## config.mk

```make
export PLATFORM = sky130hd
export DESIGN_NAME = sdsl_top
export DESIGN_NICKNAME = d
export VERILOG_FILES = /design/src/common/sdsl_pkg.sv /design/src/common/sdsl_sync_if.sv /design/src/logic/sdsl_sync.sv /design/src/logic/sdsl_top.sv
export SDC_FILE = /design/constraint.sdc
export NUM_CORES = 1
export LEC_CHECK = 0
export BUFFER_PORTS_ARGS = -buffer_cell sky130_fd_sc_hd__buf_2
export CAP_MARGIN = 10
export CORE_MARGIN = 8
export CORE_UTILIZATION = 54
export DETAILED_ROUTE_END_ITERATION = 7
export GPL_TIMING_DRIVEN = 0
export PLACE_DENSITY = 0.79
export SLEW_MARGIN = 20
export SYNTH_ARGS = -nofsm -noshare
export SYNTH_HDL_FRONTEND = slang
export SYNTH_SLANG_ARGS = --single-unit
```

## constraint.sdc

```tcl
create_clock -name mclk_in -period 2.2 [get_ports mclk_in]
set_input_delay 0.11 -clock mclk_in [delete_from_list [all_inputs] [get_ports mclk_in]]
set_output_delay 0.11 -clock mclk_in [all_outputs]
set_load 0.01 [all_outputs]
```

## src/common/sdsl_pkg.sv

```systemverilog
// Shared constants and types for the switcher drive and safety logic.
package sdsl_pkg;
  // Clock rate and the timing figures derived from it.
  localparam int CLK_MHZ = 20;
  localparam int ONESHOT_NS = 500;
  localparam int FLY_DELAY_NS = 1000;
  localparam int SOFT_STEP_NS = 100;
  // Least times round up to whole cycles and never fall below one.
  localparam int ONESHOT_CYC = (ONESHOT_NS * CLK_MHZ + 999) / 1000 < 1 ? 1
                               : (ONESHOT_NS * CLK_MHZ + 999) / 1000;
  localparam int FLY_DELAY_CYC = (FLY_DELAY_NS * CLK_MHZ + 999) / 1000 < 1
                                 ? 1 : (FLY_DELAY_NS * CLK_MHZ + 999) / 1000;
  localparam int SOFT_STEP_CYC = (SOFT_STEP_NS * CLK_MHZ + 999) / 1000 < 1
                                 ? 1 : (SOFT_STEP_NS * CLK_MHZ + 999) / 1000;
  // Over-voltage confirmation delay in horizontal lines.
  localparam int OVP_LINES = 2;
  // Register byte offsets.
  localparam logic [7:0] REG_CTRL = 8'h00;
  localparam logic [7:0] REG_CMD = 8'h04;
  localparam logic [7:0] REG_STAT = 8'h08;
  // Control register fields and reset value.
  localparam int CTRL_W = 9;
  localparam int CB_ENABLE = 0;
  localparam int CB_POLARITY = 1;
  localparam int CB_MUTE = 2;
  localparam int CB_EDGE = 3;
  localparam int CB_CUTOFF = 4;
  localparam int CB_BLANK = 5;
  localparam int CB_VERT = 6;
  localparam int CB_PHASE = 7;
  localparam int CB_LINE = 8;
  localparam logic [CTRL_W-1:0] CTRL_RESET = 9'h020;
  // Command register field.
  localparam int CMD_PROT_RESET = 0;
  // Synchroniser bit positions.
  localparam int SY_W = 14;
  localparam int SY_HDRIVE = 0;
  localparam int SY_FLYMID = 1;
  localparam int SY_RAMPTOP = 2;
  localparam int SY_LOCK = 3;
  localparam int SY_VSYNC = 4;
  localparam int SY_VDIS = 5;
  localparam int SY_CUR = 6;
  localparam int SY_REG = 7;
  localparam int SY_SOFT = 8;
  localparam int SY_STOP_TOP = 9;
  localparam int SY_STOP_ZERO = 10;
  localparam int SY_OVP = 11;
  localparam int SY_PROT_SUP = 12;
  localparam int SY_SUPPLY = 13;
  // Converter drive sequencing states.
  typedef enum logic [1:0] {
    CV_OFF, CV_START, CV_RUN, CV_STOP
  } sdsl_cv_state_t;
endpackage

```

## src/common/sdsl_sync_if.sv

```systemverilog
// Interface carrying raw pins into the synchroniser and clean bits back.
`timescale 1ns/1ps
interface sdsl_sync_if #(parameter int W = 1);
  logic [W-1:0] raw;
  logic [W-1:0] clean;
  modport src (output raw, input clean);
  modport syn (input raw, output clean);
endinterface

```

## src/logic/sdsl_sync.sv

```systemverilog
// Two-flop synchroniser bank for asynchronous pin inputs.
`timescale 1ns/1ps
module sdsl_sync #(
  parameter int W = 1
) (
  input wire logic mclk_in,
  input wire logic rstn_in,
  sdsl_sync_if.syn sif
);
  // One pair of flops per bit; only the second flop is ever read.
  genvar gi;
  generate
    for (gi = 0; gi < W; gi++) begin : g_bit
      logic meta_ff;
      logic hold_ff;
      always_ff @(posedge mclk_in or negedge rstn_in) begin
        if (!rstn_in) begin
          meta_ff <= 1'b0;
          hold_ff <= 1'b0;
        end else begin
          meta_ff <= sif.raw[gi];
          hold_ff <= meta_ff;
        end
      end
      assign sif.clean[gi] = hold_ff;
    end
  endgenerate
endmodule

```

## src/logic/sdsl_top.sv

```systemverilog
// Converter drive latch, soft sequencing, protection and composite output.
// Function
// - Drive output level follows polarity bit; pulses run at line rate, or half of it in half-line mode.
// - Phase and edge bits choose the latch set event among four.
// - Set event fires a one-shot; drive turns on when it ends.
// - Current-limit comparator resets the drive latch.
// - Regulation comparator also resets the latch, ORed with current limit.
// - Half-line mode sets only on every second oscillator ramp top.
// - Soft start on switch-on, soft stop on switch-off, incl. alarm clear.
// - Mute cuts only the converter drive at once, no soft stop.
// - Unmuting restarts the converter through internally timed soft start.
// - With cut-off enabled, unlock cuts converter drive immediately.
// - With cut-off enabled, relock starts internally timed soft start.
// - Line drive comes on first and goes off last.
// - Over-voltage arms only above threshold with protection supply present.
// - After two lines of detection, both drives are inhibited.
// - Trip sets the readable over-voltage alarm flag to one.
// - Trip stays latched until supply drop or host reset bit.
// - Lock and blanking combine onto one four-level composite output.
// - Blanking starts at first leading edge of vsync or discharge.
// - Blanking ends at trailing edge of discharge pulse.
// - Permanent blank select holds composite at lock-matched blank level.
// - Low supply, trip or vertical disable force permanent blanking.
//
// The register addresses and the Wishbone slave port were decided locally.
`timescale 1ns/1ps
module sdsl_top #(
  parameter int INT_RAMP_W = 6
) (
  input wire logic mclk_in,
  input wire logic rstn_in,
  input wire logic [7:0] wb_adr_in,
  input wire logic [31:0] wb_dat_in,
  output logic [31:0] wb_dat_out,
  input wire logic wb_we_in,
  input wire logic [3:0] wb_sel_in,
  input wire logic wb_cyc_in,
  input wire logic wb_stb_in,
  output logic wb_ack_out,
  input wire logic line_timing_in,
  input wire logic flyback_mid_in,
  input wire logic oscillator_ramp_top_in,
  input wire logic line_phase_loop_lock_in,
  input wire logic vsync_in,
  input wire logic vdischarge_in,
  input wire logic current_limit_cmp_in,
  input wire logic regulation_cmp_in,
  input wire logic soft_limit_cmp_in,
  input wire logic soft_ramp_top_in,
  input wire logic soft_ramp_zero_in,
  input wire logic overvoltage_detect_in,
  input wire logic protection_supply_level_in,
  input wire logic supply_enable_level_in,
  output logic soft_ramp_charge_out,
  output logic line_drive_out,
  output logic converter_drive_out,
  output logic [1:0] lock_blank_composite_out
);
  localparam logic [7:0] ONESHOT_LD = 8'(sdsl_pkg::ONESHOT_CYC);
  localparam logic [7:0] FLY_LD = 8'(sdsl_pkg::FLY_DELAY_CYC);
  localparam logic [1:0] OVP_LAST = 2'(sdsl_pkg::OVP_LINES - 1);

  // Pin inputs pass the synchroniser bank before any logic reads them.
  sdsl_sync_if #(.W(sdsl_pkg::SY_W)) sync_if ();
  assign sync_if.raw = {supply_enable_level_in, protection_supply_level_in,
                        overvoltage_detect_in, soft_ramp_zero_in,
                        soft_ramp_top_in, soft_limit_cmp_in,
                        regulation_cmp_in, current_limit_cmp_in,
                        vdischarge_in, vsync_in, line_phase_loop_lock_in,
                        oscillator_ramp_top_in, flyback_mid_in,
                        line_timing_in};

  sdsl_sync #(.W(sdsl_pkg::SY_W)) u_sync (
    .mclk_in(mclk_in),
    .rstn_in(rstn_in),
    .sif(sync_if.syn)
  );

  logic [sdsl_pkg::SY_W-1:0] s;
  logic [sdsl_pkg::SY_W-1:0] s_d_ff;
  assign s = sync_if.clean;

  // Delayed copies for edge detection of the clean bits.
  always_ff @(posedge mclk_in or negedge rstn_in) begin
    if (!rstn_in) begin
      s_d_ff <= '0;
    end else begin
      s_d_ff <= s;
    end
  end

  logic hd_rise;
  logic hd_fall;
  logic fly_rise;
  logic top_rise;
  logic vs_rise;
  logic vd_rise;
  logic vd_fall;
  logic lock;
  logic supply_ok;
  assign hd_rise = s[sdsl_pkg::SY_HDRIVE] & ~s_d_ff[sdsl_pkg::SY_HDRIVE];
  assign hd_fall = ~s[sdsl_pkg::SY_HDRIVE] & s_d_ff[sdsl_pkg::SY_HDRIVE];
  assign fly_rise = s[sdsl_pkg::SY_FLYMID] & ~s_d_ff[sdsl_pkg::SY_FLYMID];
  assign top_rise = s[sdsl_pkg::SY_RAMPTOP] & ~s_d_ff[sdsl_pkg::SY_RAMPTOP];
  assign vs_rise = s[sdsl_pkg::SY_VSYNC] & ~s_d_ff[sdsl_pkg::SY_VSYNC];
  assign vd_rise = s[sdsl_pkg::SY_VDIS] & ~s_d_ff[sdsl_pkg::SY_VDIS];
  assign vd_fall = ~s[sdsl_pkg::SY_VDIS] & s_d_ff[sdsl_pkg::SY_VDIS];
  assign lock = s[sdsl_pkg::SY_LOCK];
  assign supply_ok = s[sdsl_pkg::SY_SUPPLY];

  // Wishbone slave: one wait state, ack for exactly one cycle.
  logic [sdsl_pkg::CTRL_W-1:0] ctrl_ff;
  logic ack_ff;
  logic [31:0] rdat_ff;
  logic wr_take;
  logic prot_reset;
  logic trip_ff;
  logic line_on_ff;
  sdsl_pkg::sdsl_cv_state_t cv_ff;
  logic [31:0] nxt_rdat;

  assign wr_take = wb_cyc_in & wb_stb_in & wb_we_in & ack_ff;
  assign prot_reset = wr_take & (wb_adr_in == sdsl_pkg::REG_CMD) &
                      wb_sel_in[0] & wb_dat_in[sdsl_pkg::CMD_PROT_RESET];
  assign wb_ack_out = ack_ff;
  assign wb_dat_out = rdat_ff;

  // Read mux; unmapped addresses answer with zero.
  always_comb begin
    nxt_rdat = 32'h0000_0000;
    case (wb_adr_in)
      sdsl_pkg::REG_CTRL: begin
        nxt_rdat[sdsl_pkg::CTRL_W-1:0] = ctrl_ff;
      end
      sdsl_pkg::REG_STAT: begin
        nxt_rdat[0] = trip_ff;
        nxt_rdat[1] = lock;
        nxt_rdat[2] = line_on_ff;
        nxt_rdat[4:3] = cv_ff;
      end
      default: begin
        nxt_rdat = 32'h0000_0000;
      end
    endcase
  end

  // Acknowledge the cycle after the request appears, then drop it.
  always_ff @(posedge mclk_in or negedge rstn_in) begin
    if (!rstn_in) begin
      ack_ff <= 1'b0;
      rdat_ff <= 32'h0000_0000;
    end else begin
      ack_ff <= wb_cyc_in & wb_stb_in & ~ack_ff;
      rdat_ff <= nxt_rdat;
    end
  end

  // Control register, written byte lane by byte lane at the ack edge.
  always_ff @(posedge mclk_in or negedge rstn_in) begin
    if (!rstn_in) begin
      ctrl_ff <= sdsl_pkg::CTRL_RESET;
    end else if (wr_take && wb_adr_in == sdsl_pkg::REG_CTRL) begin
      if (wb_sel_in[0]) begin
        ctrl_ff[7:0] <= wb_dat_in[7:0];
      end
      if (wb_sel_in[1]) begin
        ctrl_ff[8] <= wb_dat_in[8];
      end
    end
  end

  logic en_bit;
  logic mute_bit;
  logic cutoff_bit;
  logic quick_off;
  assign en_bit = ctrl_ff[sdsl_pkg::CB_ENABLE];
  assign mute_bit = ctrl_ff[sdsl_pkg::CB_MUTE];
  assign cutoff_bit = ctrl_ff[sdsl_pkg::CB_CUTOFF];
  // Mute and unlock cut-off skip the soft stop entirely.
  assign quick_off = mute_bit | (cutoff_bit & ~lock);

  // Over-voltage: count whole lines while armed; a drop of the arm resets the count.
  logic ovp_arm;
  logic [1:0] ovp_cnt_ff;
  logic trip_set;
  assign ovp_arm = s[sdsl_pkg::SY_OVP] & s[sdsl_pkg::SY_PROT_SUP];
  assign trip_set = ovp_arm & hd_rise & (ovp_cnt_ff == OVP_LAST);

  always_ff @(posedge mclk_in or negedge rstn_in) begin
    if (!rstn_in) begin
      ovp_cnt_ff <= 2'h0;
    end else if (!ovp_arm || trip_ff) begin
      ovp_cnt_ff <= 2'h0;
    end else if (hd_rise) begin
      ovp_cnt_ff <= ovp_cnt_ff + 2'h1;
    end
  end

  // The trip latches; a new trip in the clearing cycle still wins.
  always_ff @(posedge mclk_in or negedge rstn_in) begin
    if (!rstn_in) begin
      trip_ff <= 1'b0;
    end else if (trip_set) begin
      trip_ff <= 1'b1;
    end else if (prot_reset || !supply_ok) begin
      trip_ff <= 1'b0;
    end
  end

  // Line drive gate: on at once, off only once the converter is idle.
  logic line_want;
  assign line_want = ctrl_ff[sdsl_pkg::CB_LINE] & supply_ok & ~trip_ff;

  always_ff @(posedge mclk_in or negedge rstn_in) begin
    if (!rstn_in) begin
      line_on_ff <= 1'b0;
    end else if (line_want) begin
      line_on_ff <= 1'b1;
    end else if (cv_ff == sdsl_pkg::CV_OFF) begin
      line_on_ff <= 1'b0;
    end
  end

  // Converter sequencing; clearing the alarm restores cv_want and so
  // passes through soft start like an enable does.
  logic cv_want;
  logic int_soft_ff;
  logic [INT_RAMP_W-1:0] int_ramp_ff;
  logic ramp_done;
  sdsl_pkg::sdsl_cv_state_t nxt_cv;
  assign cv_want = en_bit & line_want & line_on_ff;
  assign ramp_done = int_soft_ff ? (&int_ramp_ff)
                     : s[sdsl_pkg::SY_STOP_TOP];

  always_comb begin
    nxt_cv = cv_ff;
    case (cv_ff)
      sdsl_pkg::CV_OFF: begin
        if (cv_want && !quick_off) begin
          nxt_cv = sdsl_pkg::CV_START;
        end
      end
      sdsl_pkg::CV_START: begin
        if (!cv_want) begin
          nxt_cv = sdsl_pkg::CV_STOP;
        end else if (ramp_done) begin
          nxt_cv = sdsl_pkg::CV_RUN;
        end
      end
      sdsl_pkg::CV_RUN: begin
        if (!cv_want) begin
          nxt_cv = sdsl_pkg::CV_STOP;
        end
      end
      sdsl_pkg::CV_STOP: begin
        if (cv_want) begin
          nxt_cv = sdsl_pkg::CV_START;
        end else if (s[sdsl_pkg::SY_STOP_ZERO]) begin
          nxt_cv = sdsl_pkg::CV_OFF;
        end
      end
      default: begin
        nxt_cv = sdsl_pkg::CV_OFF;
      end
    endcase
    if (quick_off) begin
      nxt_cv = sdsl_pkg::CV_OFF;
    end
  end

  always_ff @(posedge mclk_in or negedge rstn_in) begin
    if (!rstn_in) begin
      cv_ff <= sdsl_pkg::CV_OFF;
    end else begin
      cv_ff <= nxt_cv;
    end
  end

  // A quick cut-off leaves no external ramp to follow, so the next
  // start is paced by the internal line-counted ramp instead.
  always_ff @(posedge mclk_in or negedge rstn_in) begin
    if (!rstn_in) begin
      int_soft_ff <= 1'b0;
    end else if (quick_off && cv_ff != sdsl_pkg::CV_OFF) begin
      int_soft_ff <= 1'b1;
    end else if (cv_ff == sdsl_pkg::CV_RUN) begin
      int_soft_ff <= 1'b0;
    end
  end

  // Internal ramp climbs one step per line during an internal start.
  always_ff @(posedge mclk_in or negedge rstn_in) begin
    if (!rstn_in) begin
      int_ramp_ff <= '0;
    end else if (cv_ff != sdsl_pkg::CV_START || !int_soft_ff) begin
      int_ramp_ff <= '0;
    end else if (hd_rise && !(&int_ramp_ff)) begin
      int_ramp_ff <= int_ramp_ff + INT_RAMP_W'(1);
    end
  end

  // The ramp pin charges while starting or running, discharges otherwise.
  always_ff @(posedge mclk_in or negedge rstn_in) begin
    if (!rstn_in) begin
      soft_ramp_charge_out <= 1'b0;
    end else begin
      soft_ramp_charge_out <= (nxt_cv == sdsl_pkg::CV_START) |
                              (nxt_cv == sdsl_pkg::CV_RUN);
    end
  end

  // Set event selection: half-line ramp top, delayed flyback, or edges.
  logic half_ff;
  logic [7:0] fly_cnt_ff;
  logic set_ev;
  always_ff @(posedge mclk_in or negedge rstn_in) begin
    if (!rstn_in) begin
      half_ff <= 1'b0;
    end else if (top_rise) begin
      half_ff <= ~half_ff;
    end
  end

  always_ff @(posedge mclk_in or negedge rstn_in) begin
    if (!rstn_in) begin
      fly_cnt_ff <= 8'h00;
    end else if (fly_rise) begin
      fly_cnt_ff <= FLY_LD;
    end else if (fly_cnt_ff != 8'h00) begin
      fly_cnt_ff <= fly_cnt_ff - 8'h01;
    end
  end

  always_comb begin
    case ({ctrl_ff[sdsl_pkg::CB_PHASE], ctrl_ff[sdsl_pkg::CB_EDGE]})
      2'b01: set_ev = top_rise & half_ff;
      2'b00: set_ev = (fly_cnt_ff == 8'h01);
      2'b10: set_ev = hd_fall;
      default: set_ev = hd_rise;
    endcase
  end

  // One-shot after the set event; the latch sets as it expires.
  logic [7:0] os_cnt_ff;
  logic os_end;
  assign os_end = (os_cnt_ff == 8'h01);
  always_ff @(posedge mclk_in or negedge rstn_in) begin
    if (!rstn_in) begin
      os_cnt_ff <= 8'h00;
    end else if (set_ev) begin
      os_cnt_ff <= ONESHOT_LD;
    end else if (os_cnt_ff != 8'h00) begin
      os_cnt_ff <= os_cnt_ff - 8'h01;
    end
  end

  // Drive latch, reset dominant so a comparator always ends the pulse.
  logic latch_ff;
  logic [15:0] on_cnt_ff;
  logic active;
  logic soft_ext;
  logic int_limit;
  logic latch_rst;
  assign active = (cv_ff != sdsl_pkg::CV_OFF);
  assign soft_ext = ~int_soft_ff & ((cv_ff == sdsl_pkg::CV_START) |
                    (cv_ff == sdsl_pkg::CV_STOP)) & s[sdsl_pkg::SY_SOFT];
  assign int_limit = int_soft_ff & (cv_ff == sdsl_pkg::CV_START) &
                     (on_cnt_ff >= 16'(int_ramp_ff) *
                      16'(sdsl_pkg::SOFT_STEP_CYC));
  assign latch_rst = s[sdsl_pkg::SY_CUR] | s[sdsl_pkg::SY_REG] |
                     soft_ext | int_limit | ~active;

  always_ff @(posedge mclk_in or negedge rstn_in) begin
    if (!rstn_in) begin
      latch_ff <= 1'b0;
    end else if (latch_rst) begin
      latch_ff <= 1'b0;
    end else if (os_end) begin
      latch_ff <= 1'b1;
    end
  end

  // On-time counter used only by the internal soft start limit.
  always_ff @(posedge mclk_in or negedge rstn_in) begin
    if (!rstn_in) begin
      on_cnt_ff <= 16'h0000;
    end else if (!latch_ff) begin
      on_cnt_ff <= 16'h0000;
    end else if (on_cnt_ff != 16'hFFFF) begin
      on_cnt_ff <= on_cnt_ff + 16'h0001;
    end
  end

  // Registered drive outputs; polarity applies to the converter pin.
  always_ff @(posedge mclk_in or negedge rstn_in) begin
    if (!rstn_in) begin
      converter_drive_out <= 1'b0;
      line_drive_out <= 1'b0;
    end else begin
      converter_drive_out <= latch_ff ^
                             ctrl_ff[sdsl_pkg::CB_POLARITY];
      line_drive_out <= s[sdsl_pkg::SY_HDRIVE] & line_on_ff;
    end
  end

  // Early blanking: either leading edge starts it, discharge end stops.
  logic blank_ff;
  always_ff @(posedge mclk_in or negedge rstn_in) begin
    if (!rstn_in) begin
      blank_ff <= 1'b0;
    end else if (vs_rise || vd_rise) begin
      blank_ff <= 1'b1;
    end else if (vd_fall) begin
      blank_ff <= 1'b0;
    end
  end

  // Composite: bit1 is lock, bit0 is blanking, four distinct codes.
  logic blank_any;
  assign blank_any = blank_ff | ctrl_ff[sdsl_pkg::CB_BLANK] |
                     ~supply_ok | trip_ff |
                     ~ctrl_ff[sdsl_pkg::CB_VERT];
  always_ff @(posedge mclk_in or negedge rstn_in) begin
    if (!rstn_in) begin
      lock_blank_composite_out <= 2'h1;
    end else begin
      lock_blank_composite_out <= {lock, blank_any};
    end
  end
endmodule

```

==> impl_metrics.yaml, run 1 <==
outcome:
  outcome: "finished clean"
synth:
  synth_cells: 429
  ys_seq_area_frac: 0.559
  ys.warnings.count: 0
  synth_edf_count: 0
  avgSynthCellArea_um2: 11.0
  synthArstFlopShare: 1.00
  mappedNetlistArea_um2: 4700
  ys_ff_latch: 105
  ys_types: 54
  synth_ff_type: "dfrtp_1"
worst_setup_path:
  regToRegEndpoint: "fly_cnt_ff[6]"
  cp.required_ns: 2.49
  timing.rr.start: "fly_cnt_ff[2]"
  crit_end: "fly_cnt_ff[6]"
  critPathLaunchType: "flip-flop"
  critPathMaxFanout: 7
  worstSetupPathType: "reg -> reg"
  worstPathArrival_ns: 2.37
  rr_worst_depth: 4
  worstSetupStartpoint: "fly_cnt_ff[2]"
  rrSetupSlack_ns: 0.12
  worst_setup_path_end_kind: "flip-flop"
cts:
  htreeDepth: 3
  cts_tree: "built"
  cts_buffer_depth: 2
  numCtsBuffers: 9
  clock-sinks: 105
  clkLatencyLatePin_ns: 0.37
  cts-root-buf: "clkbuf_8"
  clkTransAtPathRegs_ns: 0.12
final_layout:
  nets: 616
  multi_input_area_um2: 1870
  fin_cells: 653
  seq_area_um2: 2630
  fillers: 668
  area.growth.synth_to_final_pct: 20.9
  antenna_cells: 0
  drive_gt1_frac: 0.207
timing:
  finalCritPeriodShare: 0.946
  skew_ns: 0.0186
  holdWs_ns: 0.0649
  hold_viol_final: 0
  worst_pin_slew_ns: 0.708
  setup_slack_ns: 0.119
  max_freq_mhz: 480
  maxSlewHeadroom: 0.524
  setup_violations: 0
  fin_crit_ns: 2.08
  rsz0062_at_grt: "no"
  maxSlewViolCount: 0
place:
  hpwl_mm: 6.69
  gp_congestion: 0.818
  port_buffers: 51
  preCtsSetupSlack_ns: 0.114
  dp.cells: 611
power_and_ir_drop:
  powerDensity_nw_per_um2: 744
  ir_drop_v: 0.000609
  cellLeakagePower_uw: 0.00271
routing:
  drt_iter0_drc: 142
  drtAntennaViolNets: 0
  viasPerCell: 5.35
  vias: 3491
  wl_mm: 9.53
  wl_per_cell_um: 14.6
  drtPass1Iterations: 4
  drc: 0
grt:
  gr-usage-met2: 0.276
  top_usage_layer: "met2"
  grt_usage: 0.168
  grt_pass1_wl_mm: 16.0
  grt_max_degree: 63
  grtUsageMet3: 0.0322
  grt_use_met1: 0.214
  antenna_found_initial: 0
  grt_pass1_vias: 3526
  globalRouteOverflowTotal: 0
die:
  core-area_um2: 8590
  row_count: 34
  dieArea_um2: 12000
  die_w_um: 109
  initial_core_util: 0.547
  pin_count: 101
  die_y_um: 109
min_path:
  hp-class: "in -> reg"
job:
  drv_cap: 0
-- metal layers --
metal,up-vias,share of wire
met4,0,0.020
met5,-,0
met2,77,0.50
met3,18,0.054
met1,1702,0.42
li1,1694,-
-- state kept, by name, indices dropped and copies added (netlist names) --
signal,count
os_cnt_ff,8
blank_ff,1
u_sync.g_bit.hold_ff,14
line_drive_out,1
latch_ff,1
line_on_ff,1
half_ff,1
int_soft_ff,1
cv_ff,2
soft_ramp_charge_out,1
wb_ack_out,1
wb_dat_out,9
s_d_ff,6
converter_drive_out,1
lock_blank_composite_out,1
ctrl_ff,9
ovp_cnt_ff,2
fly_cnt_ff,8
int_ramp_ff,6
u_sync.g_bit.meta_ff,14
trip_ff,1
on_cnt_ff,16
-- cell usage in the layout, fill, tap and decap left out, drive strengths merged, types with 6 or more instances in the layout --
cell type,Yosys,routed
and3,7,7
a31oi,12,12
o21ai,18,18
dfrtp,103,103
dlygate4sd3,0,26
inv,17,20
a21oi,21,21
xnor2,9,9
buf,26,78
mux2i,14,14
nor3,11,11
nand3,11,11
or3,8,8
clkbuf,10,19
ha,13,13
nand4,8,8
mux2,9,9
nor2,37,37
conb,1,23
and2,7,7
nand2,21,21
nand2b,6,6
-- where the power goes --
group / switching, uW / internal (uW) / total (uW)
logic: 392 / 342 / 733
clock network: 758 / 469 / 1230
registers: 167 / 2100 / 2270
-- stage by stage --
stage	power [uW]	TNS [ns]	cell area [um2]	util
after floorplan	2780	0	4790	-
after global placement	2930	-2.84	5180	0.602
after detailed placement	3000	0	5200	0.605
after CTS	4270	0	5680	0.661
after global routing	4480	0	5690	0.662
final	4230	0	5690	0.662
-- cell type report --
cell class                 instances  area share
multi-input combinational        293       0.329
sequential                       105       0.462
clock inverter                     7      0.0165
buffer                            36      0.0400
inverter                          17      0.0112
tap                              108      0.0238
clock buffer                       9      0.0218
timing repair buffer              78      0.0952
-- critical path, stage by stage, from the launching register on --
cell	delay, ns
dfrtp_1	0.43
nor3_1	0.60
nand2_1	0.15
or4b_2	0.66
a21oi_1	0.15
-- worst min-delay path by stage --
stage / from / end / slack [ns] / cells past startpoint
5_1_grt: wb_sel_in[1] / ctrl_ff[8] / 0.06 / 3
2_1_floorplan: rstn_in / blank_ff / -0.19 / 0
4_1_cts: wb_sel_in[1] / ctrl_ff[8] / 0.06 / 3
3_5_place_dp: rstn_in / u_sync.g_bit[5].meta_ff / 0.12 / 1
6_report: wb_sel_in[1] / ctrl_ff[8] / 0.06 / 3
3_3_place_gp: line_phase_loop_lock_in / u_sync.g_bit[3].meta_ff / 0.22 / 1
-- synth_stat cells (2+ instances only) --
cell / number / area share
or2_2: 2 / 0.0027
o211ai_1: 3 / 0.0048
mux2_2: 9 / 0.022
o2111ai_1: 2 / 0.0037
dfrtp_1: 103 / 0.55
mux2i_1: 14 / 0.030
xnor2_1: 9 / 0.017
nand4_1: 8 / 0.011
and3_1: 7 / 0.0093
and2_1: 7 / 0.0093
dfstp_2: 2 / 0.011
nand3b_1: 3 / 0.0048
o21ai_0: 18 / 0.019
a2111oi_0: 2 / 0.0037
clkbuf_1: 10 / 0.0080
o21a_1: 3 / 0.0048
ha_1: 13 / 0.035
nand2b_1: 6 / 0.0080
buf_4: 24 / 0.038
nor2_1: 37 / 0.030
nor3_1: 11 / 0.012
o31ai_1: 4 / 0.0064
a21oi_1: 21 / 0.022
or3_1: 8 / 0.011
nor4b_1: 2 / 0.0037
or4_1: 3 / 0.0048
a211oi_1: 2 / 0.0032
xor2_1: 4 / 0.0074
nand2_1: 21 / 0.017
nand4b_1: 2 / 0.0037
nand3_1: 11 / 0.012
inv_1: 17 / 0.014
a31oi_1: 12 / 0.016
nor2b_1: 5 / 0.0067
nor4_1: 3 / 0.0040
and4_1: 3 / 0.0056
-- cells by family after synthesis --
family                   after synthesis  synth area share
multiplexers                          23            0.0513
other                                  1          0.000797
AND/OR/NAND/NOR                      145             0.168
AO/OA/AOI/OAI                         76             0.101
flip-flops                           105             0.559
XOR/XNOR                              13            0.0242
buffers and inverters                 53            0.0617
adder cells (fa/ha/maj)               13            0.0346
-- repair_timing --
action | in CTS | in global routing
resized for setup | 0 | 3
buffers inserted | 0 | 0
hold buffers | 26 | 0
setup endpoints to repair | 0 | 18
endpoints found under the hold margin | 83 | 0
(Power assumes the default switching activity.)
==> run 2: changes to the inputs <==
HOLD_SLACK_MARGIN = 0.08   (was default)
==> run 2 against run 1 <==
Compared with the run above:
- via count increased by 0.74%
- die area did not move
- count of clock-buffer cells in the layout unchanged
- clock skew shrank 0.0018 ns
- clock power barely moved
- core utilization up 0.20 points
- total power increased by 0.15%
- sequential cell count stayed put
- global-route usage about the same
- setup slack better by 0.088 ns
- largest cell class unchanged
- largest power group unchanged
==> impl_metrics.yaml, run 2 (synthesis gave the netlist of run 1 again) <==
die:
  row_count: 34
  die_y_um: 109
  core-area_um2: 8590
  dieArea_um2: 12000
  pin_count: 101
  initial_core_util: 0.547
  die_w_um: 109
place:
  gp_congestion: 0.818
  preCtsSetupSlack_ns: 0.114
  hpwl_mm: 6.69
  port_buffers: 51
  dp.cells: 611
power_and_ir_drop:
  p_switching_uw: 1320
  intPower_uw: 2920
  powerDensity_nw_per_um2: 743
  ir_drop_v: 0.000606
  cellLeakagePower_uw: 0.00272
  pwr-share-seq: 0.537
  swShare: 0.312
  comb_power_share: 0.174
  p_clk_frac: 0.289
routing:
  drt_iter0_drc: 145
  vias: 3517
  drtPass1Iterations: 5
  viasPerCell: 5.37
  wl_mm: 9.60
  drc: 0
  drtAntennaViolNets: 0
  wl_per_cell_um: 14.6
grt:
  globalRouteOverflowTotal: 0
  grt_pass1_wl_mm: 16.0
  grt_pass1_vias: 3511
  grt_max_degree: 63
  grt_usage: 0.168
  antenna_found_initial: 1
cts:
  clkTransAtPathRegs_ns: 0.12
  clock-sinks: 105
  cts_buffer_depth: 2
  clkLatencyLatePin_ns: 0.37
  cts_tree: "built"
  numCtsBuffers: 9
  cts-root-buf: "clkbuf_8"
  htreeDepth: 3
timing:
  max_freq_mhz: 502
  holdWs_ns: 0.0988
  maxSlewHeadroom: 0.592
  skew_ns: 0.0168
  setup_slack_ns: 0.207
  fin_crit_ns: 1.99
  hold_viol_final: 0
  maxSlewViolCount: 0
  finalSetupTns_ns: 0
  setup_violations: 0
  worst_pin_slew_ns: 0.608
  finalCritPeriodShare: 0.906
  rsz0062_at_grt: "no"
worst_setup_path:
  worstPathArrival_ns: 2.28
  worstSetupPathType: "reg -> reg"
  cp.required_ns: 2.49
  worst_setup_path_end_kind: "flip-flop"
  critPathMaxFanout: 10
  critPathLaunchType: "flip-flop"
final_layout:
  final_cell_mix: "dfrtp_1, buf_2, nor2_1, dlygate4sd3_1, buf_4"
  fin_cells: 655
  largest_reg_flops: 16
  top_register: "on_cnt_ff"
  top_regs: "on_cnt_ff (16), u_sync.g_bit.hold_ff (14), u_sync.g_bit.meta_ff (14)"
  final_util: 0.664
  nets: 617
  area.growth.synth_to_final_pct: 21.3
  drive_gt1_frac: 0.209
  fillers: 672
  final_common_cell: "dfrtp_1"
outcome:
  outcome: "finished clean"
job:
  drv_cap: 0
min_path:
  hp-class: "in -> reg"
-- run 2: what timing repair did --
item,in CTS,in global routing
hold endpoints to repair,85,0
setup buffers,0,0
resized for setup,0,4
hold buffers,27,0
setup endpoints to repair,0,19
-- run 2: cell type report --
class | count | area [um2] | area share
Tap cell | 108 | 135 | 0.0237
Clock buffer | 9 | 124 | 0.0217
Inverter | 17 | 63.8 | 0.0112
Clock inverter | 7 | 93.8 | 0.0164
Timing Repair Buffer | 79 | 552 | 0.0967
Antenna cell | 1 | 2.50 | 0.000439
Sequential cell | 105 | 2630 | 0.461
Buffer | 36 | 228 | 0.0399
Multi-Input combinational cell | 293 | 1880 | 0.329
-- run 2: stage by stage --
| step | cell area, um2 | total power (uW) |
|---|---|---|
| after global placement | 5180 | 2930 |
| after floorplan | 4790 | 2780 |
| after CTS | 5690 | 4270 |
| final | 5710 | 4240 |
| after global routing | 5710 | 4480 |
| after detailed placement | 5200 | 3000 |
-- run 2: critical path, stage by stage (launching register included) --
cell,delay [ns]
dfrtp_1,0.44
ha_1,0.23
and3_1,0.16
clkbuf_1,0.25
and3_1,0.24
clkbuf_2,0.22
nand2_1,0.15
a31oi_1,0.22
-- run 2: final timing paths --
kind	slack, ns	cells after the start	from	endpoint
worst max-delay path	0.21	7	on_cnt_ff[0]	on_cnt_ff[4]
worst min-delay path	0.1	3	wb_adr_in[2]	wb_dat_out[8]
worst max register to register	0.21	7	on_cnt_ff[0]	on_cnt_ff[4]
worst min register to register	0.36	0	u_sync.g_bit[1].meta_ff	u_sync.g_bit[1].hold_ff
max in group asynchronous	1.30	3	rstn_in	u_sync.g_bit[9].meta_ff
min in group asynchronous	0.27	2	rstn_in	u_sync.g_bit[5].meta_ff
-- run 2: power groups by stage --
| stage | Sequential, uW | Clock, uW | Combinational [uW] |
|---|---|---|---|
| 2_1_floorplan | 2270 | 0 | 511 |
| 3_3_place_gp | 2290 | 0 | 641 |
| 3_5_place_dp | 2310 | 0 | 695 |
| 4_1_cts | 2270 | 1260 | 735 |
| 5_1_grt | 2300 | 1340 | 834 |
| 6_report | 2280 | 1220 | 739 |
-- run 2: routing by layer --
layer | GRT usage | share of wire
met4 | 0.0791 | 0.024
met1 | 0.214 | 0.42
met2 | 0.273 | 0.50
met5 | 0 | 0
met3 | 0.0305 | 0.058
==> run 3: changes to the inputs <==
CORE_UTILIZATION = 25   (was 54)
PLACE_DENSITY = 0.48   (was 0.79)
SETUP_SLACK_MARGIN = 0.4   (was default)
==> run 3 against run 2 <==
Compared with the run above:
- critical path depth shrank 1
- routed wire length grew 8.8%
- die area grew 96%
- clock skew shrank 0.0086 ns
- sequential share of layout area shrank 2.8 points
- fmax grew 12%
- hold slack gained 0.0058 ns
==> impl_metrics.yaml, run 3 (synthesis gave the netlist of run 1 again) <==
timing:
  skew_ns: 0.00821
  holdWs_ns: 0.105
  finalSetupTns_ns: 0
  maxSlewViolCount: 0
  fin_crit_ns: 1.79
  hold_viol_final: 0
  setup_violations: 0
  max_freq_mhz: 560
  finalCritPeriodShare: 0.812
  maxSlewHeadroom: 0.587
  setup_slack_ns: 0.413
  worst_pin_slew_ns: 0.620
  rsz0062_at_grt: "yes"
worst_setup_path:
  cp_cell_sequence: "ha_2, and3_1, clkbuf_4, nand3_1, or4_4, a21oi_2"
  worstSetupPathType: "reg -> reg"
  slowest_stage: "or4_4"
  worstPathArrival_ns: 2.05
  cpPeakStageDelay_ns: 0.50
  critPathLaunchType: "flip-flop"
  critPathMaxFanout: 7
  worst_setup_path_end_kind: "flip-flop"
  cp.required_ns: 2.47
routing:
  wl_per_cell_um: 13.3
  drc: 0
  wl_mm: 10.4
  drtAntennaViolNets: 0
  drt_iter0_drc: 128
  drtPass1Iterations: 4
  viasPerCell: 4.47
  vias: 3507
final_layout:
  largest_reg_flops: 16
  final_common_cell: "dfrtp_1"
  final_cell_mix: "dfrtp_1, buf_2, nor2_1, buf_4, dlygate4sd3_1"
  drive_gt1_frac: 0.249
  top_register: "on_cnt_ff"
  fin_cells: 784
  top_regs: "on_cnt_ff (16), u_sync.g_bit.hold_ff (14), u_sync.g_bit.meta_ff (14)"
  antenna_cells: 0
  design_area_um2: 6080
  area.growth.synth_to_final_pct: 29.3
  nets: 621
outcome:
  outcome: "finished clean"
grt:
  antenna_found_initial: 0
  grt_pass1_vias: 3522
  grt_usage: 0.0913
  grt_max_degree: 73
  grt_pass1_wl_mm: 17.3
  globalRouteOverflowTotal: 0
die:
  die_y_um: 153
  dieArea_um2: 23500
  die_w_um: 153
  pin_count: 101
  initial_core_util: 0.253
  core-area_um2: 18600
  row_count: 50
power_and_ir_drop:
  p_clk_frac: 0.357
  ir_drop_v: 0.000441
  intPower_uw: 3410
  powerDensity_nw_per_um2: 780
  swShare: 0.281
  comb_power_share: 0.160
  pwr-share-seq: 0.483
  p_switching_uw: 1330
  cellLeakagePower_uw: 0.00281
place:
  postPlaceCellArea_um2: 5370
  hpwl_mm: 7.42
  preCtsSetupSlack_ns: 0.0386
  port_buffers: 51
  gp_congestion: 0.782
  dp.cells: 737
job:
  drv_cap: 0
cts:
  cts-root-buf: "clkbuf_16"
  clkTransAtPathRegs_ns: 0.07
  clock-sinks: 105
  cts_tree: "built"
  clkLatencyLatePin_ns: 0.35
  numCtsBuffers: 9
  htreeDepth: 3
  cts_buffer_depth: 2
min_path:
  hp-class: "in -> reg"
==> run 3: power by group through the flow <==
stage                     Combinational, uW  Clock, uW  Sequential (uW)
after floorplan                         511          0             2270
after global placement                  658          0             2290
after global routing                    880       1850             2330
after detailed placement                698          0             2300
final                                   761       1690             2290
after CTS                               747       1760             2290
==> run 3: final timing paths <==
kind / slack (ns) / cells past startpoint / endpoint / startpoint
max: 0.41 / 6 / on_cnt_ff[14] / on_cnt_ff[0]
min: 0.10 / 3 / ctrl_ff[8] / wb_sel_in[1]
max reg2reg: 0.41 / 6 / on_cnt_ff[14] / on_cnt_ff[0]
min reg2reg: 0.35 / 0 / u_sync.g_bit[6].hold_ff / u_sync.g_bit[6].meta_ff
max in group asynchronous: 1.27 / 3 / ctrl_ff[5] / rstn_in
min in group asynchronous: 0.23 / 2 / converter_drive_out / rstn_in
==> run 3: layer usage <==
metal / vias to the layer above / GRT usage / part of all wire
met4: 0 / 0.0207 / 0.0060
met5: - / 0 / 0
li1: 1701 / - / -
met2: 117 / 0.148 / 0.47
met3: 7 / 0.0423 / 0.084
met1: 1682 / 0.108 / 0.44
==> run 3: cell type report <==
class                      instances  area, um2
buffer                            36        244
clock buffer                      10        239
clock inverter                     6       78.8
fill                            1874      12500
inverter                          17       63.8
multi-input combinational        293       1950
sequential                       105       2630
tap                              234        293
timing repair buffer              83        587
==> run 3: what timing repair did <==
action                                  4_1_cts  5_1_grt
buffers inserted                              2        3
gates resized for setup                      17       11
cloned                                        0        0
pin swaps                                     0        3
endpoints found under the setup margin       22       23
endpoints found under the hold margin       127        0
hold buffers                                 26        0
==> run 3: metrics by stage <==
| stage | power [uW] | utilization |
|---|---|---|
| floorplan | 2780 | - |
| global placement | 2950 | 0.287 |
| detailed placement | 3000 | 0.289 |
| CTS | 4800 | 0.324 |
| global route | 5060 | 0.327 |
| finish | 4750 | 0.327 |
==> run 3: worst max-delay path, delay by kind of cell, from the launching register on <==
kind / cells / cell delay, ns
AO/OA/AOI/OAI: 1 / 0.15
buffers and inverters: 1 / 0.17
flip-flops: 1 / 0.38
adder cells (fa/ha/maj): 1 / 0.21
AND/OR/NAND/NOR: 3 / 0.80
